**src/tid_pkg.sv**
```systemverilog
// shared opcodes, fields and constants of the instruction decoder
package tid_pkg;
	typedef enum logic [5:0] {
		OP_NOP, OP_OPTION, OP_SLEEP, OP_WDT_CLR, OP_DIR_LOAD, OP_MOVWF,
		OP_CLRW, OP_CLRF, OP_SUB, OP_DEC, OP_OR, OP_AND, OP_XOR, OP_ADD,
		OP_MOVF, OP_COMF, OP_INC, OP_DEC_SKIP, OP_ROT_RIGHT, OP_ROT_LEFT,
		OP_SWAP, OP_INC_SKIP, OP_BIT_CLR, OP_BIT_SET, OP_TEST_CLR,
		OP_TEST_SET, OP_RET_LIT, OP_CALL, OP_BRANCH, OP_MOVE_LIT,
		OP_OR_LIT, OP_AND_LIT, OP_XOR_LIT, OP_ILLEGAL
	} tid_op_t;

	// instruction field positions
	localparam int REG_MSB = 4;
	localparam int REG_LSB = 0;
	localparam int DEST_POS = 5;
	localparam int BIT_MSB = 7;
	localparam int BIT_LSB = 5;
	localparam int LIT_MSB = 7;
	localparam int TGT_MSB = 8;
	localparam int DIR_SEL_MSB = 2;

	// file addresses and selectors seen by the decoder
	localparam logic [4:0] TIMER_ADDR = 5'h01;
	localparam logic [4:0] PORT_ADDR = 5'h06;
	localparam logic [2:0] DIR_PORT_SEL = 3'h6;

	// reset values
	localparam logic [7:0] DIR_RESET = 8'hFF;
	localparam logic [7:0] OPTION_RESET = 8'hFF;
	localparam logic [7:0] ZERO_BYTE = 8'h00;
	localparam logic [8:0] PC_RESET = 9'h000;

	// last divider count of the instruction cycle, and program counter steps
	localparam logic [1:0] DIV_LAST = 2'h3;
	localparam logic [8:0] PC_STEP = 9'h001;
	localparam logic [8:0] PC_SKIP_STEP = 9'h002;

	// opcode patterns
	localparam logic [11:0] P_NOP = 12'b0000_0000_0000;
	localparam logic [11:0] P_OPTION = 12'b0000_0000_0010;
	localparam logic [11:0] P_SLEEP = 12'b0000_0000_0011;
	localparam logic [11:0] P_WDT = 12'b0000_0000_0100;
	localparam logic [11:0] P_DIR = 12'b0000_0000_0???;
	localparam logic [11:0] P_MOVWF = 12'b0000_001?_????;
	localparam logic [11:0] P_CLRW = 12'b0000_0100_0000;
	localparam logic [11:0] P_CLRF = 12'b0000_011?_????;
	localparam logic [11:0] P_SUB = 12'b0000_10??_????;
	localparam logic [11:0] P_DEC = 12'b0000_11??_????;
	localparam logic [11:0] P_OR = 12'b0001_00??_????;
	localparam logic [11:0] P_AND = 12'b0001_01??_????;
	localparam logic [11:0] P_XOR = 12'b0001_10??_????;
	localparam logic [11:0] P_ADD = 12'b0001_11??_????;
	localparam logic [11:0] P_MOVF = 12'b0010_00??_????;
	localparam logic [11:0] P_COMF = 12'b0010_01??_????;
	localparam logic [11:0] P_INC = 12'b0010_10??_????;
	localparam logic [11:0] P_DECSK = 12'b0010_11??_????;
	localparam logic [11:0] P_RR = 12'b0011_00??_????;
	localparam logic [11:0] P_RL = 12'b0011_01??_????;
	localparam logic [11:0] P_SWAP = 12'b0011_10??_????;
	localparam logic [11:0] P_INCSK = 12'b0011_11??_????;
	localparam logic [11:0] P_BCLR = 12'b0100_????_????;
	localparam logic [11:0] P_BSET = 12'b0101_????_????;
	localparam logic [11:0] P_TCLR = 12'b0110_????_????;
	localparam logic [11:0] P_TSET = 12'b0111_????_????;
	localparam logic [11:0] P_RETL = 12'b1000_????_????;
	localparam logic [11:0] P_CALL = 12'b1001_????_????;
	localparam logic [11:0] P_BRANCH = 12'b101?_????_????;
	localparam logic [11:0] P_MOVL = 12'b1100_????_????;
	localparam logic [11:0] P_ORL = 12'b1101_????_????;
	localparam logic [11:0] P_ANDL = 12'b1110_????_????;
	localparam logic [11:0] P_XORL = 12'b1111_????_????;

	function automatic tid_op_t tid_decode(input logic [11:0] w);
		tid_op_t op;
		op = OP_ILLEGAL;
		casez (w)
			P_NOP: op = OP_NOP;
			P_OPTION: op = OP_OPTION;
			P_SLEEP: op = OP_SLEEP;
			P_WDT: op = OP_WDT_CLR;
			P_DIR: op = OP_DIR_LOAD;
			P_MOVWF: op = OP_MOVWF;
			P_CLRW: op = OP_CLRW;
			P_CLRF: op = OP_CLRF;
			P_SUB: op = OP_SUB;
			P_DEC: op = OP_DEC;
			P_OR: op = OP_OR;
			P_AND: op = OP_AND;
			P_XOR: op = OP_XOR;
			P_ADD: op = OP_ADD;
			P_MOVF: op = OP_MOVF;
			P_COMF: op = OP_COMF;
			P_INC: op = OP_INC;
			P_DECSK: op = OP_DEC_SKIP;
			P_RR: op = OP_ROT_RIGHT;
			P_RL: op = OP_ROT_LEFT;
			P_SWAP: op = OP_SWAP;
			P_INCSK: op = OP_INC_SKIP;
			P_BCLR: op = OP_BIT_CLR;
			P_BSET: op = OP_BIT_SET;
			P_TCLR: op = OP_TEST_CLR;
			P_TSET: op = OP_TEST_SET;
			P_RETL: op = OP_RET_LIT;
			P_CALL: op = OP_CALL;
			P_BRANCH: op = OP_BRANCH;
			P_MOVL: op = OP_MOVE_LIT;
			P_ORL: op = OP_OR_LIT;
			P_ANDL: op = OP_AND_LIT;
			P_XORL: op = OP_XOR_LIT;
			default: op = OP_ILLEGAL;
		endcase
		return op;
	endfunction
endpackage

```
**src/tid_alu.sv**
```systemverilog
// arithmetic and logic unit of the instruction decoder
`timescale 1ns/1ps
module tid_alu import tid_pkg::*; (
	input wire tid_op_t op,
	input wire logic [7:0] acc,
	input wire logic [7:0] fval,
	input wire logic [7:0] lit,
	input wire logic [2:0] bsel,
	input wire logic carry_in,
	output logic [7:0] result,
	output logic carry_out,
	output logic dcarry_out,
	output logic zero_out
);
	logic [8:0] sum;
	logic [4:0] nib;
	logic [7:0] mask;

	always_comb begin
		sum = {1'b0, fval} + {1'b0, acc};
		nib = {1'b0, fval[3:0]} + {1'b0, acc[3:0]};
		mask = 8'h01 << bsel;
		result = fval;
		carry_out = carry_in;
		dcarry_out = 1'b0;
		case (op)
			OP_ADD: begin
				result = sum[7:0];
				carry_out = sum[8];
				dcarry_out = nib[4];
			end
			OP_SUB: begin
				// carry set means no borrow
				sum = {1'b0, fval} + {1'b0, ~acc} + 9'h001;
				nib = {1'b0, fval[3:0]} + {1'b0, ~acc[3:0]} + 5'h01;
				result = sum[7:0];
				carry_out = sum[8];
				dcarry_out = nib[4];
			end
			OP_OR: result = acc | fval;
			OP_AND: result = acc & fval;
			OP_XOR: result = acc ^ fval;
			OP_COMF: result = ~fval;
			OP_INC, OP_INC_SKIP: result = fval + 8'h01;
			OP_DEC, OP_DEC_SKIP: result = fval - 8'h01;
			OP_ROT_LEFT: begin
				result = {fval[6:0], carry_in};
				carry_out = fval[7];
			end
			OP_ROT_RIGHT: begin
				result = {carry_in, fval[7:1]};
				carry_out = fval[0];
			end
			OP_SWAP: result = {fval[3:0], fval[7:4]};
			OP_BIT_CLR: result = fval & ~mask;
			OP_BIT_SET: result = fval | mask;
			OP_MOVWF: result = acc;
			OP_CLRW, OP_CLRF: result = ZERO_BYTE;
			OP_MOVE_LIT, OP_RET_LIT: result = lit;
			OP_OR_LIT: result = acc | lit;
			OP_AND_LIT: result = acc & lit;
			OP_XOR_LIT: result = acc ^ lit;
			default: result = fval;
		endcase
		zero_out = (result == ZERO_BYTE);
	end
endmodule

```
**src/tid_core.sv**
```systemverilog
// instruction decoder and executor of the 8-bit core
`timescale 1ns/1ps
// Operation
// - add/subtract, d selects destination, C DC Z
// - logic, move, inc/dec, clear update zero only
// - rotates through carry, only carry changes
// - decrement, skip next when zero, no flags
// - increment, skip next when zero, no flags
// - bit clear forces selected bit low
// - bit set forces selected bit high
// - bit test true discards next, runs nop
// - literal and into accumulator, updates zero
// - literal xor/or update zero, move not
// - call clears pc bit 8; jumps take two
// - return loads literal into accumulator, two cycles
// - standby, watchdog clear, option load words
// - direction load field 6 copies accumulator
// - port read-modify-write reads pin levels
// - timer write clears assigned prescaler
// - instruction cycle is four clocks
module tid_core import tid_pkg::*; (
	input wire logic clk,
	input wire logic reset,
	input wire logic [11:0] instr,
	input wire logic [7:0] file_rdata,
	input wire logic [7:0] pins_in,
	input wire logic prescaler_assigned,
	input wire logic wake,
	output logic [8:0] pc,
	output logic cycle_strobe,
	output logic [4:0] file_raddr,
	output logic [4:0] file_waddr,
	output logic [7:0] file_wdata,
	output logic file_we,
	output logic [7:0] port_latch,
	output logic [7:0] port_dir,
	output logic [7:0] acc,
	output logic [7:0] option_value,
	output logic carry_flag,
	output logic digit_carry_flag,
	output logic zero_flag,
	output logic timeout_flag,
	output logic powerdown_flag,
	output logic standby,
	output logic prescaler_clear,
	output logic watchdog_clear
);
	logic [1:0] div_r, div_nxt;
	logic [8:0] pc_r, pc_nxt;
	logic [8:0] stk0_r, stk0_nxt, stk1_r, stk1_nxt;
	logic discard_r, discard_nxt;
	logic standby_r, standby_nxt;
	logic [7:0] acc_r, acc_nxt, option_r, option_nxt;
	logic [7:0] port_r, port_nxt, dir_r, dir_nxt;
	logic carry_r, carry_nxt, dcarry_r, dcarry_nxt, zero_r, zero_nxt;
	logic timeout_r, timeout_nxt, powerdown_r, powerdown_nxt;
	logic [4:0] waddr_r, waddr_nxt;
	logic [7:0] wdata_r, wdata_nxt;
	logic we_r, we_nxt, presc_r, presc_nxt, wdt_r, wdt_nxt;

	tid_op_t op;
	logic strobe, exec, dest_f, to_acc, to_file, upd_z, upd_c, skip;
	logic [4:0] reg_addr;
	logic [2:0] bsel;
	logic [7:0] lit, fval, alu_res;
	logic alu_c, alu_dc, alu_z;

	assign strobe = (div_r == DIV_LAST);
	assign exec = strobe && !discard_r && !standby_r;
	assign op = tid_decode(instr);
	assign reg_addr = instr[REG_MSB:REG_LSB];
	assign dest_f = instr[DEST_POS];
	assign bsel = instr[BIT_MSB:BIT_LSB];
	assign lit = instr[LIT_MSB:0];
	// port operand comes from the pins, not the latch
	assign fval = (reg_addr == PORT_ADDR) ? pins_in : file_rdata;

	tid_alu u_alu (
		.op(op),
		.acc(acc_r),
		.fval(fval),
		.lit(lit),
		.bsel(bsel),
		.carry_in(carry_r),
		.result(alu_res),
		.carry_out(alu_c),
		.dcarry_out(alu_dc),
		.zero_out(alu_z)
	);

	always_comb begin
		to_acc = 1'b0;
		to_file = 1'b0;
		upd_z = 1'b0;
		upd_c = 1'b0;
		skip = 1'b0;
		case (op)
			OP_ADD, OP_SUB: begin
				to_acc = !dest_f;
				to_file = dest_f;
				upd_z = 1'b1;
				upd_c = 1'b1;
			end
			OP_OR, OP_AND, OP_XOR, OP_MOVF, OP_COMF, OP_INC, OP_DEC: begin
				to_acc = !dest_f;
				to_file = dest_f;
				upd_z = 1'b1;
			end
			OP_CLRW: begin
				to_acc = 1'b1;
				upd_z = 1'b1;
			end
			OP_CLRF: begin
				to_file = 1'b1;
				upd_z = 1'b1;
			end
			OP_SWAP: begin
				to_acc = !dest_f;
				to_file = dest_f;
			end
			OP_MOVWF: to_file = 1'b1;
			OP_ROT_LEFT, OP_ROT_RIGHT: begin
				to_acc = !dest_f;
				to_file = dest_f;
			end
			OP_DEC_SKIP: begin
				to_acc = !dest_f;
				to_file = dest_f;
				skip = alu_z;
			end
			OP_INC_SKIP: begin
				to_acc = !dest_f;
				to_file = dest_f;
				skip = alu_z;
			end
			OP_BIT_CLR: to_file = 1'b1;
			OP_BIT_SET: to_file = 1'b1;
			OP_TEST_CLR: skip = !fval[bsel];
			OP_TEST_SET: skip = fval[bsel];
			OP_AND_LIT: begin
				to_acc = 1'b1;
				upd_z = 1'b1;
			end
			OP_OR_LIT, OP_XOR_LIT: begin
				to_acc = 1'b1;
				upd_z = 1'b1;
			end
			OP_MOVE_LIT, OP_RET_LIT: to_acc = 1'b1;
			default: to_acc = 1'b0;
		endcase
	end

	always_comb begin
		div_nxt = div_r + 2'h1;
		pc_nxt = pc_r;
		stk0_nxt = stk0_r;
		stk1_nxt = stk1_r;
		discard_nxt = discard_r;
		standby_nxt = standby_r;
		acc_nxt = acc_r;
		option_nxt = option_r;
		port_nxt = port_r;
		dir_nxt = dir_r;
		carry_nxt = carry_r;
		dcarry_nxt = dcarry_r;
		zero_nxt = zero_r;
		timeout_nxt = timeout_r;
		powerdown_nxt = powerdown_r;
		waddr_nxt = waddr_r;
		wdata_nxt = wdata_r;
		we_nxt = 1'b0;
		presc_nxt = 1'b0;
		wdt_nxt = 1'b0;
		if (standby_r && wake) begin
			standby_nxt = 1'b0;
		end
		if (strobe && discard_r && !standby_r) begin
			// second cycle of a jump or skip: nop, pc holds
			discard_nxt = 1'b0;
		end else if (exec) begin
			// all-zero word only advances pc and falls through every other action below
			pc_nxt = pc_r + PC_STEP;
			if (to_acc) begin
				acc_nxt = alu_res;
			end
			if (to_file) begin
				if (reg_addr == PORT_ADDR) begin
					port_nxt = alu_res;
				end else begin
					we_nxt = 1'b1;
					waddr_nxt = reg_addr;
					wdata_nxt = alu_res;
				end
				if (reg_addr == TIMER_ADDR && prescaler_assigned) begin
					presc_nxt = 1'b1;
				end
			end
			if (upd_z) begin
				zero_nxt = alu_z;
			end
			if (upd_c) begin
				dcarry_nxt = alu_dc;
			end
			if (upd_c || op == OP_ROT_LEFT || op == OP_ROT_RIGHT) begin
				carry_nxt = alu_c;
			end
			if (skip) begin
				pc_nxt = pc_r + PC_SKIP_STEP;
				discard_nxt = 1'b1;
			end
			case (op)
				OP_OPTION: option_nxt = acc_r;
				OP_SLEEP: begin
					timeout_nxt = 1'b1;
					powerdown_nxt = 1'b0;
					standby_nxt = 1'b1;
				end
				OP_WDT_CLR: begin
					timeout_nxt = 1'b1;
					powerdown_nxt = 1'b1;
					wdt_nxt = 1'b1;
				end
				OP_DIR_LOAD: begin
					if (instr[DIR_SEL_MSB:0] == DIR_PORT_SEL) begin
						dir_nxt = acc_r;
					end
				end
				OP_CALL: begin
					stk1_nxt = stk0_r;
					stk0_nxt = pc_r + PC_STEP;
					pc_nxt = {1'b0, lit};
					discard_nxt = 1'b1;
				end
				OP_RET_LIT: begin
					pc_nxt = stk0_r;
					stk0_nxt = stk1_r;
					discard_nxt = 1'b1;
				end
				OP_BRANCH: begin
					pc_nxt = instr[TGT_MSB:0];
					discard_nxt = 1'b1;
				end
				default: discard_nxt = discard_nxt;
			endcase
		end
	end

	always_ff @(posedge clk) begin
		if (reset) begin
			div_r <= 2'h0;
			pc_r <= PC_RESET;
			stk0_r <= PC_RESET;
			stk1_r <= PC_RESET;
			discard_r <= 1'b0;
			standby_r <= 1'b0;
			acc_r <= ZERO_BYTE;
			option_r <= OPTION_RESET;
			port_r <= ZERO_BYTE;
			dir_r <= DIR_RESET;
			carry_r <= 1'b0;
			dcarry_r <= 1'b0;
			zero_r <= 1'b0;
			timeout_r <= 1'b1;
			powerdown_r <= 1'b1;
			waddr_r <= 5'h00;
			wdata_r <= ZERO_BYTE;
			we_r <= 1'b0;
			presc_r <= 1'b0;
			wdt_r <= 1'b0;
		end else begin
			div_r <= div_nxt;
			pc_r <= pc_nxt;
			stk0_r <= stk0_nxt;
			stk1_r <= stk1_nxt;
			discard_r <= discard_nxt;
			standby_r <= standby_nxt;
			acc_r <= acc_nxt;
			option_r <= option_nxt;
			port_r <= port_nxt;
			dir_r <= dir_nxt;
			carry_r <= carry_nxt;
			dcarry_r <= dcarry_nxt;
			zero_r <= zero_nxt;
			timeout_r <= timeout_nxt;
			powerdown_r <= powerdown_nxt;
			waddr_r <= waddr_nxt;
			wdata_r <= wdata_nxt;
			we_r <= we_nxt;
			presc_r <= presc_nxt;
			wdt_r <= wdt_nxt;
		end
	end

	assign pc = pc_r;
	assign cycle_strobe = strobe;
	assign file_raddr = reg_addr;
	assign file_waddr = waddr_r;
	assign file_wdata = wdata_r;
	assign file_we = we_r;
	assign port_latch = port_r;
	assign port_dir = dir_r;
	assign acc = acc_r;
	assign option_value = option_r;
	assign carry_flag = carry_r;
	assign digit_carry_flag = dcarry_r;
	assign zero_flag = zero_r;
	assign timeout_flag = timeout_r;
	assign powerdown_flag = powerdown_r;
	assign standby = standby_r;
	assign prescaler_clear = presc_r;
	assign watchdog_clear = wdt_r;
endmodule

```
**config.mk**
```make
export PLATFORM = sky130hd
export DESIGN_NAME = tid_core
export DESIGN_NICKNAME = d
export VERILOG_FILES = /design/src/tid_pkg.sv /design/src/tid_alu.sv /design/src/tid_core.sv
export SDC_FILE = /design/constraint.sdc
export NUM_CORES = 1
export LEC_CHECK = 0
export ABC_AREA = 1
export ABC_CLOCK_PERIOD_IN_PS = 4450
export BUFFER_PORTS_ARGS = -buffer_cell sky130_fd_sc_hd__buf_4
export CAP_MARGIN = 20
export CORE_MARGIN = 2
export CORE_UTILIZATION = 30
export CTS_BUF_LIST = sky130_fd_sc_hd__clkbuf_8 sky130_fd_sc_hd__clkbuf_16
export DETAILED_ROUTE_END_ITERATION = 8
export PLACE_DENSITY_LB_ADDON = 0.25
export SYNTH_ARGS = -nofsm -noshare
export SYNTH_HDL_FRONTEND = slang
export SYNTH_HIERARCHICAL = 1
export SYNTH_SLANG_ARGS = --single-unit
```
**constraint.sdc**
```tcl
create_clock -name clk -period 4.45 [get_ports clk]
set_input_delay 0 -clock clk [delete_from_list [all_inputs] [get_ports clk]]
set_output_delay 0 -clock clk [all_outputs]
set_load 0.05 [all_outputs]
```
==> metrics.yaml, run 1 <==
run_status:
  status: "complete, no violations"
critical_path:
  cpMostUsedCell: "nand2_1"
  end_kind: "flip-flop"
  cp_max_fo: 8
  critPathSlowestCell: "ha_1"
  critPathMaxStageDelay_ps: 360
  start_kind: "primary input"
  crit_arrival_ps: 4220
  cp.required_ps: 4690
  critPathKind: "in2reg"
cts:
  root_buffer: "clkbuf_16"
  clk_pin_slew_ps: 70
  post_cts_buffers: 0
  cts.sinks: 83
  cts_tree: "done"
  clk_latency_ps: 350
  cts.htree.levels: 3
  cts_buffer_depth: 2
  cts_made_buffers: 9
logic_synthesis:
  synth-seq-cells: 83
  seq_area_frac_synth: 0.2248
  synth_area_leaders: "dfxtp_1 (22%), nand2_1 (18%), nand3_1 (12%), inv_1 (6.1%), nor2_1 (5.6%)"
  synth_top_cell_area_share: 0.2248
  synthCells: 1250
  synth_cell_type_count: 51
  yosys_warnings: 6
  synth_fp_nets: 1310
  async_flop_share: 0
  syn_area_mm2: 0.007391
  synth.avg_cell_area_um2: 5.913
  synth_commonest_cells: "nand2_1 (358), nand3_1 (183), inv_1 (120)"
  synth_most_common_cell: "nand2_1"
  yosysTopAreaCell: "dfxtp_1"
  ys.flop_type: "dfxtp_1"
  synth_edf_count: 0
sta:
  drv_slew: 0
  rsz0062_at_grt: "no"
  final.setup.tns_ps: 0
  slew_headroom: 0.5318
  worstMarginPinSlew_ps: 701.5
  fmax_mhz: 251.6
  finalCritPeriodShare: 0.8932
  setup_violations: 0
  layout_min_cycle_time_ps: 3975
  fin_skew_ps: 11.49
  finalHoldViolCount: 0
placed_design:
  dp_hpwl_mm: 23.68
  dp_cells: 1689
  portBuffers: 99
  gp_congestion: 0.9958
power_and_ir_drop:
  power.density_mw_per_mm2: 252.0
  fin_total_pwr_mw: 2.283
  p_leak_nw: 4.470
  combPwrFrac: 0.352
  switchingPower_mw: 0.8793
  power_frac_clock: 0.311
  swShare: 0.3851
  power_frac_seq: 0.337
  p_int_mw: 1.404
  vdd_drop_max_v: 0.0001607
min_path:
  hp-class: "in2reg"
global_route:
  grt_pass1_wl_mm: 46.86
  grt_use_total: 0.2314
  grt_max_degree: 33
  antenna_found_initial: 0
  grt_overflow: 0
  grt_pass1_vias: 8294
route:
  vias_per_cell: 5.191
  antenna_left: 0
  drt_iter0_drc: 834
  wl_per_cell_um: 17.75
  wl_mm: 30.31
  drc: 0
  vias: 8861
  drt-pass1-iter-count: 5
floorplan:
  start_util: 0.3048
  rows: 57
  boundaryPins: 101
  core_mm2: 0.02425
  dieArea_mm2: 0.02591
  die_width_um: 161.0
  fp.dieH_um: 161.0
finish:
  syn_to_final_growth_pct: 22.58
  fin_cells: 1707
  antenna_cells: 0
  drive_gt1_frac: 0.1750
  nets: 1438
run:
  cap_violations: 0
routing by layer:
| layer | routed length [um] | part of all wire | global-route usage |
|---|---|---|---|
| met3 | 1809 | 0.060 | 0.04081 |
| met2 | 14000 | 0.46 | 0.3806 |
| met5 | 0 | 0 | 0 |
| met1 | 13530 | 0.45 | 0.3047 |
| met4 | 962 | 0.032 | 0.08157 |
cells in the final DEF (no fill, tap or decap), drive strengths merged, types with 2 or more instances in the layout:
| cell type | netlist | routed |
|---|---|---|
| inv | 132 | 133 |
| a31oi | 5 | 5 |
| a22oi | 3 | 3 |
| clkinv | 7 | 12 |
| o21ai | 78 | 78 |
| nor3 | 19 | 19 |
| nand2 | 373 | 373 |
| ha | 25 | 25 |
| o211ai | 13 | 13 |
| dfxtp | 83 | 83 |
| a221oi | 7 | 7 |
| nand4 | 32 | 32 |
| nand3 | 187 | 187 |
| nor4 | 3 | 3 |
| a21oi | 69 | 69 |
| buf | 24 | 159 |
| dlygate4sd3 | 0 | 2 |
| fa | 3 | 3 |
| nor2 | 133 | 133 |
| xor2 | 13 | 13 |
| or2 | 4 | 4 |
| nand3b | 5 | 5 |
| a21boi | 2 | 2 |
| xnor2 | 2 | 2 |
| clkbuf | 20 | 9 |
final cells by class:
class	instances	area [um2]
clock buffer	9	225.2
clock inverter	7	52.55
fill	2732	15190
inverter	139	529.3
multi-input combinational	984	4972
sequential	83	1662
tap	324	405.4
timing repair buffer	161	1214
flip-flops by register name, summed over array words and instances (netlist names):
register / count
digit_carry_flag: 1
file_waddr: 5
stk0_r: 9
port_latch: 8
acc: 8
stk1_r: 9
div_r: 2
port_dir: 8
watchdog_clear: 1
option_value: 8
powerdown_flag: 1
file_we: 1
standby: 1
discard_r: 1
prescaler_clear: 1
pc: 9
file_wdata: 8
carry_flag: 1
zero_flag: 1
path summary, 6_finish.rpt:
path,start,to,slack (ps),depth (start not counted)
setup / recovery,instr[3],pc[0],480,36
setup reg to reg,acc[3],pc[0],1120,20
hold reg to reg,div_r[0],div_r[0],420,1
hold / removal,instr[2],file_waddr[2],30,3
what timing repair did:
action / CTS / global route
gates resized for setup: 0 / 1
hold buffers: 2 / 0
setup endpoints to repair: 0 / 6
endpoints found under the hold margin: 2 / 0
worst max-delay path: cells and delay by family:
family | cells | cell delay [ps]
simple gates | 28 | 3010
buf+inv | 7 | 840
fa+ha+maj | 1 | 360
power groups by stage:
| stage | combinational [mW] | clock (mW) | sequential [mW] |
|---|---|---|---|
| after detailed placement | 0.788 | 0 | 0.787 |
| after CTS | 0.792 | 0.722 | 0.770 |
| after floorplan | 0.451 | 0 | 0.814 |
| after global routing | 0.875 | 0.752 | 0.772 |
| after global placement | 0.795 | 0 | 0.787 |
| final | 0.803 | 0.710 | 0.770 |
metrics by stage:
step | instance area [um2] | hold WS [ps] | util | worst slack, ps
finish | 9060 | 25.14 | 0.3736 | 475.0
global route | 9060 | 46.73 | 0.3736 | 0.07239
CTS | 9055 | 20.51 | 0.3734 | 482.7
detailed placement | 8757 | 274.3 | 0.3611 | 115.9
global placement | 8757 | 273.4 | 0.3611 | 161.9
floorplan | 7391 | 148.3 | - | 774.5
cells by family after synthesis:
logic type / count (synthesis) / share of synthesized area
AO/OA/AOI/OAI: 182 / 0.1373
buffers and inverters: 183 / 0.1031
XOR/XNOR: 15 / 0.01778
AND/OR/NAND/NOR: 758 / 0.4661
flip-flops: 83 / 0.2248
adder cells (fa/ha/maj): 28 / 0.05045
other: 1 / 0.0005074
(Power assumes the default switching activity.)
==> inputs of run 2 (changes only) <==
Settings changed: CORE_ASPECT_RATIO from default to 0.7.
==> metrics.yaml, run 2 (synthesized netlist as in run 1, its figures left out) <==
route:
  drt_iter0_drc: 1163
  vias: 9088
  vias_per_cell: 5.321
  drc: 0
  drt-pass1-iter-count: 5
  wl_mm: 31.87
  wl_per_cell_um: 18.66
  antenna_left: 0
floorplan:
  start_util: 0.3024
  core_mm2: 0.02444
  fp.dieH_um: 135.3
  boundaryPins: 101
  dieArea_mm2: 0.02593
  rows: 48
  die_width_um: 191.6
critical_path:
  rr_endpoint: "pc[0]"
  crit_end: "pc[0]"
  rr_startpoint: "acc[1]"
  start_kind: "primary input"
  reg2reg_depth: 18
  crit_start: "instr[1]"
  critPathSlowestCell: "nand3_1"
  crit_arrival_ps: 4330
  critPathMaxStageDelay_ps: 450
  cp_max_fo: 11
  cp.required_ps: 4680
  end_kind: "flip-flop"
  cpMostUsedCell: "nor2_1"
  critPathKind: "in2reg"
  rrSetupSlack_ps: 970
sta:
  final.setup.tns_ps: 0
  drv_slew: 0
  layout_min_cycle_time_ps: 4093
  fin_skew_ps: 16.55
  finalCritPeriodShare: 0.9198
  slew_headroom: 0.4363
  setup_violations: 0
  finalHoldViolCount: 0
  fmax_mhz: 244.3
  worstMarginPinSlew_ps: 843.0
  rsz0062_at_grt: "no"
cts:
  clk_latency_ps: 350
  cts_buffer_depth: 2
  root_buffer: "clkbuf_16"
  cts_tree: "done"
  clk_pin_slew_ps: 60
  cts.htree.levels: 3
  cts.sinks: 83
  cts_made_buffers: 9
global_route:
  grt_overflow: 0
  grt_use_total: 0.2419
  grt_pass1_wl_mm: 47.58
  antenna_found_initial: 0
  grt_max_degree: 52
  grt_pass1_vias: 7785
power_and_ir_drop:
  p_leak_nw: 4.474
  fin_total_pwr_mw: 2.318
  vdd_drop_max_v: 0.0001835
  power.density_mw_per_mm2: 255.5
run_status:
  status: "complete, no violations"
finish:
  regArea_mm2: 0.001662
  drive_gt1_frac: 0.1743
  nets: 1438
  final_common_cell: "nand2_1"
  layout_common_cells: "nand2_1 (358), nand3_1 (182), buf_4 (158)"
  fin_area_mm2: 0.009072
  antenna_cells: 0
  fillers: 2687
  multi_input_area_mm2: 0.004977
  syn_to_final_growth_pct: 22.75
placed_design:
  placed_cell_area_mm2: 0.008751
  gp_congestion: 1.025
  portBuffers: 99
  dp_hpwl_mm: 25.18
run:
  cap_violations: 0
min_path:
  hp-class: "in2reg"
  min_delay_path_depth: 3
==> run 2: timing repair <==
| item | CTS | global route |
|---|---|---|
| setup endpoints to repair | 0 | 8 |
| hold endpoints to repair | 3 | 0 |
| hold buffers | 3 | 0 |
| gates resized for setup | 0 | 2 |
| buffers inserted | 0 | 0 |
==> run 2: report_power, final <==
part | internal, mW | switching [mW] | total, mW | leakage, nW
Sequential | 0.755 | 0.0175 | 0.772 | 0.671
Combinational | 0.270 | 0.566 | 0.836 | 3.66
Clock | 0.393 | 0.316 | 0.710 | 0.140
Total | 1.42 | 0.900 | 2.32 | 4.47
==> run 2: worst min-delay path by stage <==
stage                         from  slack (ps)       endpoint
after CTS                 instr[4]          30  file_waddr[4]
after detailed placement      wake         280        standby
after floorplan           instr[4]         150  file_waddr[4]
final                     instr[4]          30  file_waddr[4]
after global routing      instr[4]          40  file_waddr[4]
after global placement        wake         290        standby
==> run 2: final cells by class <==
class                      count  area share
clock buffer                  10     0.02634
clock inverter                 6    0.004689
inverter                     139     0.05834
multi-input combinational    984      0.5486
sequential                    83      0.1831
tap                          325     0.04482
timing repair buffer         161      0.1341
==> run 2: stage by stage <==
stage                     cells  worst slack (ps)  hold WS [ps]  utilization
final                      1708             357.1         28.50       0.3712
after global routing       1708             12.45         43.94       0.3712
after CTS                  1708             460.3         29.27       0.3708
after detailed placement   1689             99.64         285.0       0.3580
after global placement     1689             116.9         286.5       0.3580
after floorplan            1250             774.5         148.3            -
==> run 2: worst max-delay path: cells and delay by family <==
family          cells  cell delay, ps
compound gates      1             150
simple gates       16            2760
buf+inv             5             650
fa+ha+maj           2             600
xor+xnor            1             160
==> run 2: per-layer routing <==
metal  GRT usage  part of all wire  routed length (um)  vias up
li1            -                 -                   -     4395
met1      0.3919              0.51               16160     4209
met2      0.3059              0.36               11620      446
met3     0.06216              0.11                3570       36
met4     0.04444             0.014                 435        2
met5     0.02500            0.0026                  83        -
